--- src/inc/pfhc_pkg.sv ---
package pfhc_pkg;

    // ------------------------------------------------------------
    // Register map, byte addresses of 32-bit words
    // ------------------------------------------------------------
    localparam logic [7:0] REG_CTRL = 8'h00;
    localparam logic [7:0] REG_ADDR = 8'h04;
    localparam logic [7:0] REG_WDATA = 8'h08;
    localparam logic [7:0] REG_CMD = 8'h0C;
    localparam logic [7:0] REG_STATUS = 8'h10;
    localparam logic [7:0] REG_RDATA = 8'h14;
    localparam logic [7:0] REG_PMASK = 8'h18;

    // Control fields
    localparam int CTRL_BYTE = 0;
    localparam int CTRL_WP_N = 1;
    localparam int CTRL_BOTTOM = 2;
    localparam int CTRL_AUTO_RST = 3;
    localparam int CTRL_HV = 4;
    localparam logic [4:0] CTRL_RESET = 5'h02;

    // Status fields
    localparam int STAT_BUSY = 0;
    localparam int STAT_ID_MODE = 1;
    localparam int STAT_NEED_RST = 2;
    localparam int STAT_REFUSED = 3;

    // Address register: A-1 lane select bit
    localparam int ADDR_LSB_BIT = 31;

    // Operation codes written to the command register
    localparam logic [2:0] OP_READ = 3'h0;
    localparam logic [2:0] OP_WRITE = 3'h1;
    localparam logic [2:0] OP_HW_RESET = 3'h2;
    localparam logic [2:0] OP_CMD_RESET = 3'h3;
    localparam logic [2:0] OP_IDENT = 3'h4;
    localparam logic [2:0] OP_PROTECT = 3'h5;
    localparam logic [2:0] OP_UNPROTECT = 3'h6;

    // Command cycle contents
    localparam logic [20:0] UNLOCK1_ADDR = 21'h000555;
    localparam logic [20:0] UNLOCK2_ADDR = 21'h0002AA;
    localparam logic [15:0] UNLOCK1_DATA = 16'h00AA;
    localparam logic [15:0] UNLOCK2_DATA = 16'h0055;
    localparam logic [15:0] IDENT_DATA = 16'h0090;
    localparam logic [15:0] RESET_DATA = 16'h00F0;
    localparam int TIMEOUT_BIT = 5;

    // Group protect address pattern bits
    localparam int PAT_A6 = 6;
    localparam int PAT_A1 = 1;
    localparam logic [23:0] PMASK_ALL = 24'hFFFFFF;
    localparam logic [23:0] PMASK_RESET = 24'h000000;

    // ------------------------------------------------------------
    // Timing, 200 MHz system clock
    // ------------------------------------------------------------
    localparam int CLK_PERIOD_PS = 5000;
    localparam int T_ACC_NS = 70;
    localparam int T_WP_NS = 35;
    localparam int T_WPH_NS = 20;
    localparam int T_SETUP_NS = 5;
    localparam int T_CLEAR_PULSE_NS = 500;
    localparam int T_RECOVER_NS = 50;
    localparam int SYNC_STAGES = 3;
    localparam logic [7:0] ACC_CYC = 8'((T_ACC_NS * 1000 + CLK_PERIOD_PS - 1) / CLK_PERIOD_PS);
    localparam logic [7:0] WP_CYC = 8'((T_WP_NS * 1000 + CLK_PERIOD_PS - 1) / CLK_PERIOD_PS);
    localparam logic [7:0] WPH_CYC = 8'((T_WPH_NS * 1000 + CLK_PERIOD_PS - 1) / CLK_PERIOD_PS);
    localparam logic [7:0] SETUP_CYC = 8'((T_SETUP_NS * 1000 + CLK_PERIOD_PS - 1) / CLK_PERIOD_PS);
    localparam logic [7:0] RP_CYC =
        8'((T_CLEAR_PULSE_NS * 1000 + CLK_PERIOD_PS - 1) / CLK_PERIOD_PS);
    localparam logic [7:0] RH_CYC = 8'((T_RECOVER_NS * 1000 + CLK_PERIOD_PS - 1) / CLK_PERIOD_PS);
    localparam logic [7:0] RD_WAIT_CYC = ACC_CYC + 8'(SYNC_STAGES);

    typedef enum logic [2:0] {
        ST_IDLE,
        ST_READ,
        ST_WR_SET,
        ST_WR_LOW,
        ST_WR_HIGH,
        ST_RST_LOW,
        ST_RST_REC
    } pfhc_state_type;

endpackage
--- src/core/pfhc_ctrl.sv ---
// The placing of the registers and register access over APB were left to the implementer.
`timescale 1ns/1ps
// Functional notes
// - Host writes reset command when timeout flag high or in ident mode.
// - Protect addressing uses A6, A1, A0 pattern with sector on upper bits.
// - Ident mode entered by a written command sequence, no high voltage.
// - Command cycles drive write enable and chip select low, OE high.
// - Protect or unprotect only with reset pin at elevated voltage.
// - Every group must be protected before any chip-unprotect cycle.
module pfhc_ctrl (
    // Clock and reset
    input wire logic clk_sys,
    input wire logic rst_n,
    // APB slave
    input wire logic psel,
    input wire logic penable,
    input wire logic pwrite,
    input wire logic [7:0] paddr,
    input wire logic [31:0] pwdata,
    output logic [31:0] prdata,
    output logic pready,
    output logic pslverr,
    // Flash pins
    output logic [20:0] flash_addr,
    output logic [15:0] flash_dq_o,
    output logic [15:0] flash_dq_oe,
    input wire logic [15:0] flash_dq_i,
    output logic flash_ce_n,
    output logic flash_oe_n,
    output logic flash_we_n,
    output logic flash_reset_n,
    output logic flash_hv_reset_en,
    output logic flash_byte_n,
    output logic flash_wp_n
);

    // ------------------------------------------------------------
    // State
    // ------------------------------------------------------------
    typedef struct packed {
        pfhc_pkg::pfhc_state_type st;
        logic [2:0] op;
        logic [1:0] step;
        logic [7:0] cnt;
        logic [4:0] ctrl;
        logic [20:0] addr;
        logic alsb;
        logic [15:0] wdata;
        logic [15:0] rdata;
        logic [23:0] pmask;
        logic id_mode;
        logic need_rst;
        logic refused;
        logic [15:0] s1;
        logic [15:0] s2;
        logic [15:0] s3;
        logic ce_n;
        logic oe_n;
        logic we_n;
        logic rst_pin_n;
        logic [20:0] a_o;
        logic [15:0] dq_o;
        logic [15:0] dq_oe;
        logic [31:0] prdata;
    } pfhc_regs_type;

    pfhc_regs_type r_q;
    pfhc_regs_type r_d;

    // Group index of a sector address, top or bottom boot map
    function automatic logic [4:0] pfhc_group(input logic [8:0] sa, input logic bottom);
        logic [4:0] g;
        g = 5'h00;
        if (!bottom) begin
            if (sa[8:5] != 4'hF) begin
                g = {1'b0, sa[8:5]};
            end else if (sa[4:3] != 2'h3) begin
                g = 5'h0F;
            end else begin
                g = 5'h10 + {2'h0, sa[2:0]};
            end
        end else begin
            if (sa[8:5] != 4'h0) begin
                g = 5'h08 + {1'b0, sa[8:5]};
            end else if (sa[4:3] != 2'h0) begin
                g = 5'h08;
            end else begin
                g = {2'h0, sa[2:0]};
            end
        end
        return g;
    endfunction

    // Zero wait states
    logic apb_setup;
    logic apb_wr;
    logic busy;
    logic mapped;
    logic cmd_ok;
    logic [2:0] new_op;
    logic [20:0] cyc_addr;
    logic [15:0] cyc_data;
    logic last_step;
    logic prot_op;
    logic [20:0] pat_addr;

    assign apb_setup = psel && !penable;
    assign apb_wr = psel && penable && pwrite;
    assign busy = (r_q.st != pfhc_pkg::ST_IDLE);
    assign mapped = (paddr <= pfhc_pkg::REG_PMASK) && (paddr[1:0] == 2'h0);
    assign new_op = pwdata[2:0];
    assign prot_op = (r_q.op == pfhc_pkg::OP_PROTECT) || (r_q.op == pfhc_pkg::OP_UNPROTECT);
    assign pready = 1'b1;
    assign pslverr = psel && penable && !mapped;

    // Order is legal when idle with a defined op code, HV present for protect ops, and all groups
    // protected before a chip unprotect; anything else is flagged refused
    always_comb begin
        cmd_ok = !busy && (new_op <= pfhc_pkg::OP_UNPROTECT);
        if ((new_op == pfhc_pkg::OP_PROTECT) || (new_op == pfhc_pkg::OP_UNPROTECT)) begin
            cmd_ok = cmd_ok && r_q.ctrl[pfhc_pkg::CTRL_HV];
        end
        if (new_op == pfhc_pkg::OP_UNPROTECT) begin
            cmd_ok = cmd_ok && (r_q.pmask == pfhc_pkg::PMASK_ALL);
        end
    end

    // Protect cycle address: sector bits kept, A6/A1/A0 pattern forced
    always_comb begin
        pat_addr = r_q.addr;
        pat_addr[pfhc_pkg::PAT_A6] = (r_q.op == pfhc_pkg::OP_UNPROTECT);
        pat_addr[pfhc_pkg::PAT_A1] = 1'b1;
        pat_addr[0] = 1'b0;
    end

    // Address and data of the current command cycle
    always_comb begin
        cyc_addr = r_q.addr;
        cyc_data = r_q.wdata;
        last_step = 1'b1;
        case (r_q.op)
            pfhc_pkg::OP_CMD_RESET: begin
                cyc_data = pfhc_pkg::RESET_DATA;
            end
            pfhc_pkg::OP_IDENT: begin
                last_step = (r_q.step == 2'h2);
                case (r_q.step)
                    2'h0: begin
                        cyc_addr = pfhc_pkg::UNLOCK1_ADDR;
                        cyc_data = pfhc_pkg::UNLOCK1_DATA;
                    end
                    2'h1: begin
                        cyc_addr = pfhc_pkg::UNLOCK2_ADDR;
                        cyc_data = pfhc_pkg::UNLOCK2_DATA;
                    end
                    default: begin
                        cyc_addr = pfhc_pkg::UNLOCK1_ADDR;
                        cyc_data = pfhc_pkg::IDENT_DATA;
                    end
                endcase
            end
            pfhc_pkg::OP_PROTECT, pfhc_pkg::OP_UNPROTECT: begin
                cyc_addr = pat_addr;
            end
            default: begin
                cyc_addr = r_q.addr;
            end
        endcase
    end

    // ------------------------------------------------------------
    // Next-state logic
    // ------------------------------------------------------------
    always_comb begin
        r_d = r_q;
        r_d.cnt = r_q.cnt + 8'h01;
        // First stage feeds only the second
        r_d.s1 = flash_dq_i;
        r_d.s2 = r_q.s1;
        r_d.s3 = r_q.s2;

        // Read data taken in setup phase
        if (apb_setup) begin
            case (paddr)
                pfhc_pkg::REG_CTRL: r_d.prdata = {27'h0, r_q.ctrl};
                pfhc_pkg::REG_ADDR: r_d.prdata = {r_q.alsb, 10'h0, r_q.addr};
                pfhc_pkg::REG_WDATA: r_d.prdata = {16'h0, r_q.wdata};
                pfhc_pkg::REG_CMD: r_d.prdata = {29'h0, r_q.op};
                pfhc_pkg::REG_STATUS: r_d.prdata = {28'h0, r_q.refused, r_q.need_rst,
                    r_q.id_mode, busy};
                pfhc_pkg::REG_RDATA: r_d.prdata = {16'h0, r_q.rdata};
                pfhc_pkg::REG_PMASK: r_d.prdata = {8'h0, r_q.pmask};
                default: r_d.prdata = 32'h0;
            endcase
        end

        // Register writes; status refused bit is write-one-to-clear
        if (apb_wr) begin
            case (paddr)
                pfhc_pkg::REG_CTRL: r_d.ctrl = pwdata[4:0];
                pfhc_pkg::REG_ADDR: begin
                    r_d.addr = pwdata[20:0];
                    r_d.alsb = pwdata[pfhc_pkg::ADDR_LSB_BIT];
                end
                pfhc_pkg::REG_WDATA: r_d.wdata = pwdata[15:0];
                pfhc_pkg::REG_STATUS: begin
                    if (pwdata[pfhc_pkg::STAT_REFUSED]) begin
                        r_d.refused = 1'b0;
                    end
                end
                pfhc_pkg::REG_CMD: begin
                    if (cmd_ok) begin
                        r_d.op = new_op;
                        r_d.step = 2'h0;
                        r_d.cnt = 8'h00;
                        r_d.ce_n = 1'b0;
                        r_d.a_o = r_q.addr;
                        if (new_op == pfhc_pkg::OP_READ) begin
                            r_d.st = pfhc_pkg::ST_READ;
                            r_d.oe_n = 1'b0;
                        end else if (new_op == pfhc_pkg::OP_HW_RESET) begin
                            r_d.st = pfhc_pkg::ST_RST_LOW;
                            r_d.ce_n = 1'b1;
                            r_d.rst_pin_n = 1'b0;
                        end else begin
                            r_d.st = pfhc_pkg::ST_WR_SET;
                        end
                    end
                end
                default: begin
                    r_d.ctrl = r_q.ctrl;
                end
            endcase
        end

        // Data lines: byte mode leaves 14..8 to the device, top line is A-1
        r_d.dq_oe = 16'h0000;
        r_d.dq_o = 16'h0000;
        if (r_d.ctrl[pfhc_pkg::CTRL_BYTE]) begin
            r_d.dq_oe[15] = !r_d.ce_n;
            r_d.dq_o[15] = r_d.alsb;
        end

        case (r_q.st)
            pfhc_pkg::ST_IDLE: begin
                r_d.cnt = 8'h00;
            end
            // Wait access time plus synchroniser, then take a stable word
            pfhc_pkg::ST_READ: begin
                if ((r_q.cnt >= pfhc_pkg::RD_WAIT_CYC) && (r_q.s2[7:0] == r_q.s3[7:0])
                    && (r_q.ctrl[pfhc_pkg::CTRL_BYTE] || (r_q.s2 == r_q.s3))) begin
                    r_d.rdata = r_q.s3;
                    if (r_q.ctrl[pfhc_pkg::CTRL_BYTE]) begin
                        r_d.rdata[15:8] = 8'h00;
                    end
                    r_d.oe_n = 1'b1;
                    r_d.cnt = 8'h00;
                    if (r_q.s3[pfhc_pkg::TIMEOUT_BIT] || r_q.id_mode) begin
                        r_d.need_rst = 1'b1;
                    end
                    if ((r_q.s3[pfhc_pkg::TIMEOUT_BIT] || r_q.id_mode)
                        && r_q.ctrl[pfhc_pkg::CTRL_AUTO_RST]) begin
                        r_d.op = pfhc_pkg::OP_CMD_RESET;
                        r_d.step = 2'h0;
                        r_d.st = pfhc_pkg::ST_WR_SET;
                    end else begin
                        r_d.ce_n = 1'b1;
                        r_d.st = pfhc_pkg::ST_IDLE;
                    end
                end
            end
            // Address and data settle before the write strobe falls
            pfhc_pkg::ST_WR_SET: begin
                r_d.oe_n = 1'b1;
                r_d.a_o = cyc_addr;
                if (r_q.cnt + 8'h01 >= pfhc_pkg::SETUP_CYC) begin
                    r_d.cnt = 8'h00;
                    r_d.we_n = 1'b0;
                    r_d.st = pfhc_pkg::ST_WR_LOW;
                end
            end
            pfhc_pkg::ST_WR_LOW: begin
                if (r_q.cnt + 8'h01 >= pfhc_pkg::WP_CYC) begin
                    r_d.cnt = 8'h00;
                    r_d.we_n = 1'b1;
                    r_d.ce_n = 1'b1;
                    r_d.st = pfhc_pkg::ST_WR_HIGH;
                end
            end
            pfhc_pkg::ST_WR_HIGH: begin
                if (r_q.cnt + 8'h01 >= pfhc_pkg::WPH_CYC) begin
                    r_d.cnt = 8'h00;
                    if (last_step) begin
                        r_d.st = pfhc_pkg::ST_IDLE;
                        if (r_q.op == pfhc_pkg::OP_IDENT) begin
                            r_d.id_mode = 1'b1;
                        end
                        if (r_q.op == pfhc_pkg::OP_CMD_RESET) begin
                            r_d.id_mode = 1'b0;
                            r_d.need_rst = 1'b0;
                        end
                        if (r_q.op == pfhc_pkg::OP_PROTECT) begin
                            r_d.pmask[pfhc_group(r_q.addr[20:12],
                                r_q.ctrl[pfhc_pkg::CTRL_BOTTOM])] = 1'b1;
                        end
                        if (r_q.op == pfhc_pkg::OP_UNPROTECT) begin
                            r_d.pmask = pfhc_pkg::PMASK_RESET;
                        end
                    end else begin
                        r_d.step = r_q.step + 2'h1;
                        r_d.ce_n = 1'b0;
                        r_d.st = pfhc_pkg::ST_WR_SET;
                    end
                end
            end
            pfhc_pkg::ST_RST_LOW: begin
                if (r_q.cnt + 8'h01 >= pfhc_pkg::RP_CYC) begin
                    r_d.cnt = 8'h00;
                    r_d.rst_pin_n = 1'b1;
                    r_d.st = pfhc_pkg::ST_RST_REC;
                end
            end
            pfhc_pkg::ST_RST_REC: begin
                if (r_q.cnt + 8'h01 >= pfhc_pkg::RH_CYC) begin
                    r_d.id_mode = 1'b0;
                    r_d.need_rst = 1'b0;
                    r_d.st = pfhc_pkg::ST_IDLE;
                end
            end
            default: begin
                r_d.st = pfhc_pkg::ST_IDLE;
            end
        endcase

        // Drive write data only while a write cycle holds the bus
        if ((r_d.st == pfhc_pkg::ST_WR_SET) || (r_d.st == pfhc_pkg::ST_WR_LOW)) begin
            if (r_d.ctrl[pfhc_pkg::CTRL_BYTE]) begin
                r_d.dq_oe[7:0] = 8'hFF;
                r_d.dq_o[7:0] = cyc_data[7:0];
                r_d.dq_o[15] = 1'b0; // Command cycles use A-1 low
            end else begin
                r_d.dq_oe = 16'hFFFF;
                r_d.dq_o = cyc_data;
            end
        end

        // Refused command: set wins over the same-cycle clear
        if (apb_wr && (paddr == pfhc_pkg::REG_CMD) && !cmd_ok) begin
            r_d.refused = 1'b1;
        end
    end

    // ------------------------------------------------------------
    // State register
    // ------------------------------------------------------------
    always_ff @(posedge clk_sys) begin
        if (!rst_n) begin
            r_q <= '0;
            r_q.st <= pfhc_pkg::ST_IDLE;
            r_q.ctrl <= pfhc_pkg::CTRL_RESET;
            r_q.ce_n <= 1'b1;
            r_q.oe_n <= 1'b1;
            r_q.we_n <= 1'b1;
            r_q.rst_pin_n <= 1'b1;
        end else begin
            r_q <= r_d;
        end
    end

    // Pin outputs, all from flops
    assign prdata = r_q.prdata;
    assign flash_addr = r_q.a_o;
    assign flash_dq_o = r_q.dq_o;
    assign flash_dq_oe = r_q.dq_oe;
    assign flash_ce_n = r_q.ce_n;
    assign flash_oe_n = r_q.oe_n;
    assign flash_we_n = r_q.we_n;
    assign flash_reset_n = r_q.rst_pin_n;
    assign flash_hv_reset_en = r_q.ctrl[pfhc_pkg::CTRL_HV];
    assign flash_byte_n = !r_q.ctrl[pfhc_pkg::CTRL_BYTE];
    assign flash_wp_n = r_q.ctrl[pfhc_pkg::CTRL_WP_N];

endmodule // pfhc_ctrl

--- config.mk ---
export PLATFORM = sky130hd
export DESIGN_NAME = pfhc_ctrl
export DESIGN_NICKNAME = d
export VERILOG_FILES = /design/src/inc/pfhc_pkg.sv /design/src/core/pfhc_ctrl.sv
export SDC_FILE = /design/constraint.sdc
export NUM_CORES = 1
export LEC_CHECK = 0
export BUFFER_PORTS_ARGS = -buffer_cell sky130_fd_sc_hd__buf_2
export CAP_MARGIN = 20
export CORE_ASPECT_RATIO = 2
export CORE_MARGIN = 1.5
export CORE_UTILIZATION = 29
export CTS_CLUSTER_SIZE = 20
export DETAILED_ROUTE_END_ITERATION = 8
export SYNTH_ARGS = -nofsm -noshare
export SYNTH_HDL_FRONTEND = slang
export SYNTH_SLANG_ARGS = --single-unit
--- constraint.sdc ---
create_clock -name clk_sys -period 7.9 [get_ports clk_sys]
set_clock_uncertainty 0.15 [all_clocks]
set_input_delay 0.79 -clock clk_sys [delete_from_list [all_inputs] [get_ports clk_sys]]
set_output_delay 0.79 -clock clk_sys [all_outputs]
set_load 0.1 [all_outputs]
==> impl_metrics.ini <==
[die]
die_y_um = 260
initial_core_util_pct = 29.5
core-area_mm2 = 0.0323
rows = 93
boundaryPins = 155
die-area_mm2 = 0.0341
die_w_um = 131

[clocking]
cts-htree-levels = 1
clockBufferDepth = 3
cts_inserted_buffers = 20
clockRootBuffer = clkbuf_16
clk_latency_ns = 0.52
cts_hold_buffers = 0
cts.clk_slew.worst_paths_ns = 0.07
clock-sinks = 219
cts_tree = built
post-cts-setup-buffers = 0
postCtsResizedCells = 0

[placement]
dp_hpwl_um = 22900
place_inst = 1573
place_area_mm2 = 0.00999
place.gp.congestion = 0.904
numPortBuffers = 136

[global_routing]
gr-total-overflow = 0
grt_usage_pct = 17.4
grt_max_degree = 84
grt_pass1_vias = 7824
antenna_found_initial = 3
grt_pass1_wl_um = 45400

[setup_path]
critical-path-top-delay-family = simple AND/OR/NAND/NOR gates
critical_path.slowest_cell = nor4_1
cp.arrival_ns = 4.14
crit_path_end_kind = flip-flop
start_kind = flip-flop
path_cells = inv_1 > ha_1 > or4b_1 > a2111oi_0 > or3_1 > o31ai_1 > a32oi_1 > nor3_1 > nand4_4 > nor4_1
required_ns = 8.14
path_buf_inv = 1
worstPathMaxFanout = 18
max_stage_delay_ns = 0.50
critical_path_class = reg2reg

[synth]
synth_edf_count = 0
synth_seq_cells = 219
synth.distinct_cells = 69
async_reset_ff_share_pct = 0
synth_warnings = 0
syn_avg_cell_area_um2 = 8.36
synthesis.area_mm2 = 0.00955
synthFlopType = dfxtp_1
syn_inst = 1142
synth_seq_area_share_pct = 45.9

[cells_and_area]
finalNetCount = 1240
layout_commonest_cell = dfxtp_1
final_cell_mix = 219 x dfxtp_1, 175 x nand2_1, 136 x buf_2
drive_gt1_share_pct = 17.1
instances_no_fill = 1611
fillers = 3508
syn2layout_area_growth_pct = 11.7
stdcell_area_mm2 = 0.0107

[route]
drc_errors = 0
dr.pass1.iters = 5
vias_per_cell = 4.95
vias = 7976
wirelength_um = 30200
routedWlPerCell_um = 18.8
dr.first_iter.drc_count = 382
drtAntennaViolNets = 0

[timing]
setup_viol = 0
relSlewSlack_pct = 31.3
hold_violations = 0
period_share_pct = 49.4
setup_tns_ns = 0
period_needed_ns = 3.90
rsz0062_at_grt = no
worstMarginPinSlew_ns = 1.03
max_freq_mhz = 256
slew_viol_final = 0

[min_path]
hold_class = reg2reg

[outcome]
status = completed

[power_and_ir_drop]
peakVddDrop_uv = 110
leakage_nw = 3.97
p_per_area_mw_per_mm2 = 213

[job]
drv_cap = 0
state kept, by name, summed over array words and instances (netlist names):
name and cells:
flash_wp_n 1, flash_we_n 1, flash_dq_oe 3, flash_ce_n 1, r_d 32, flash_oe_n 1
flash_dq_o 16, flash_hv_reset_en 1, r_q 98, prdata 25, flash_addr 21, pat_addr 18
flash_reset_n 1
final timing paths:
kind                  from            end  slack (ns)  cells after the start
hold / removal    r_d[105]        r_d[89]        0.28                      1
hold reg to reg   r_d[105]        r_d[89]        0.28                      1
setup / recovery  r_q[223]  flash_dq_o[2]        4.00                     10
setup reg to reg  r_q[223]  flash_dq_o[2]        4.00                     10
area by class of cell:
cell class,count,area (µm²),share of cell area [%]
tap,427,534,5.01
inverter,20,75.1,0.704
sequential,219,4380,41.1
clock inverter,6,63.8,0.598
antenna,2,5.00,0.0469
multi-input combinational,760,4230,39.7
timing repair buffer,149,790,7.40
clock buffer,28,582,5.45
logic make-up after synthesis:
kind of cell	after synthesis	share of synthesized area, %
AO/OA/AOI/OAI	270	17.8
XOR/XNOR	25	2.29
adder cells (fa/ha/maj)	11	1.39
buffers and inverters	169	10.2
flip-flops	219	45.9
multiplexers	7	0.747
other	2	0.0787
AND/OR/NAND/NOR	439	21.6
through the flow:
stage | total power, mW | hold WS (ns) | setup slack (ns) | utilization (%)
3_3_place_gp | 1.32 | 0.264 | 3.89 | 30.9
6_report | 2.27 | 0.282 | 4.00 | 33.0
4_1_cts | 2.31 | 0.284 | 3.87 | 32.9
2_1_floorplan | 1.29 | 0.262 | 4.37 | -
5_1_grt | 2.35 | 0.293 | 3.67 | 33.0
3_5_place_dp | 1.32 | 0.268 | 3.82 | 30.9
power by group:
| group | switching (mW) | internal, mW | total (mW) |
|---|---|---|---|
| Clock | 0.429 | 0.550 | 0.978 |
| Combinational | 0.132 | 0.0343 | 0.167 |
| Sequential | 0.00890 | 1.12 | 1.13 |
synthesized netlist by cell type (11+ instances only):
cell / number / area [µm²]
inv_1: 19 / 71.3
a22oi_1: 27 / 203
and2_1: 50 / 313
nor4_1: 11 / 68.8
xnor2_1: 11 / 96.3
o21ai_0: 33 / 165
a21oi_1: 124 / 621
buf_4: 86 / 646
nand2_1: 175 / 657
a31oi_1: 16 / 100
clkbuf_1: 58 / 218
nand4_1: 11 / 68.8
nand3_1: 30 / 150
a221oi_1: 12 / 105
dfxtp_1: 219 / 4380
nor2_1: 96 / 360
nor3_1: 24 / 120
xor2_1: 14 / 123
per-layer routing:
metal / global-route usage, % / up-vias / share of wire (%)
li1: - / 3911 / -
met1: 16.0 / 3720 / 34
met2: 32.9 / 247 / 53
met3: 3.04 / 96 / 4.5
met4: 14.9 / 2 / 8.9
met5: 0 / - / 0.023
No activity file was read; power rests on OpenSTA's default activity.
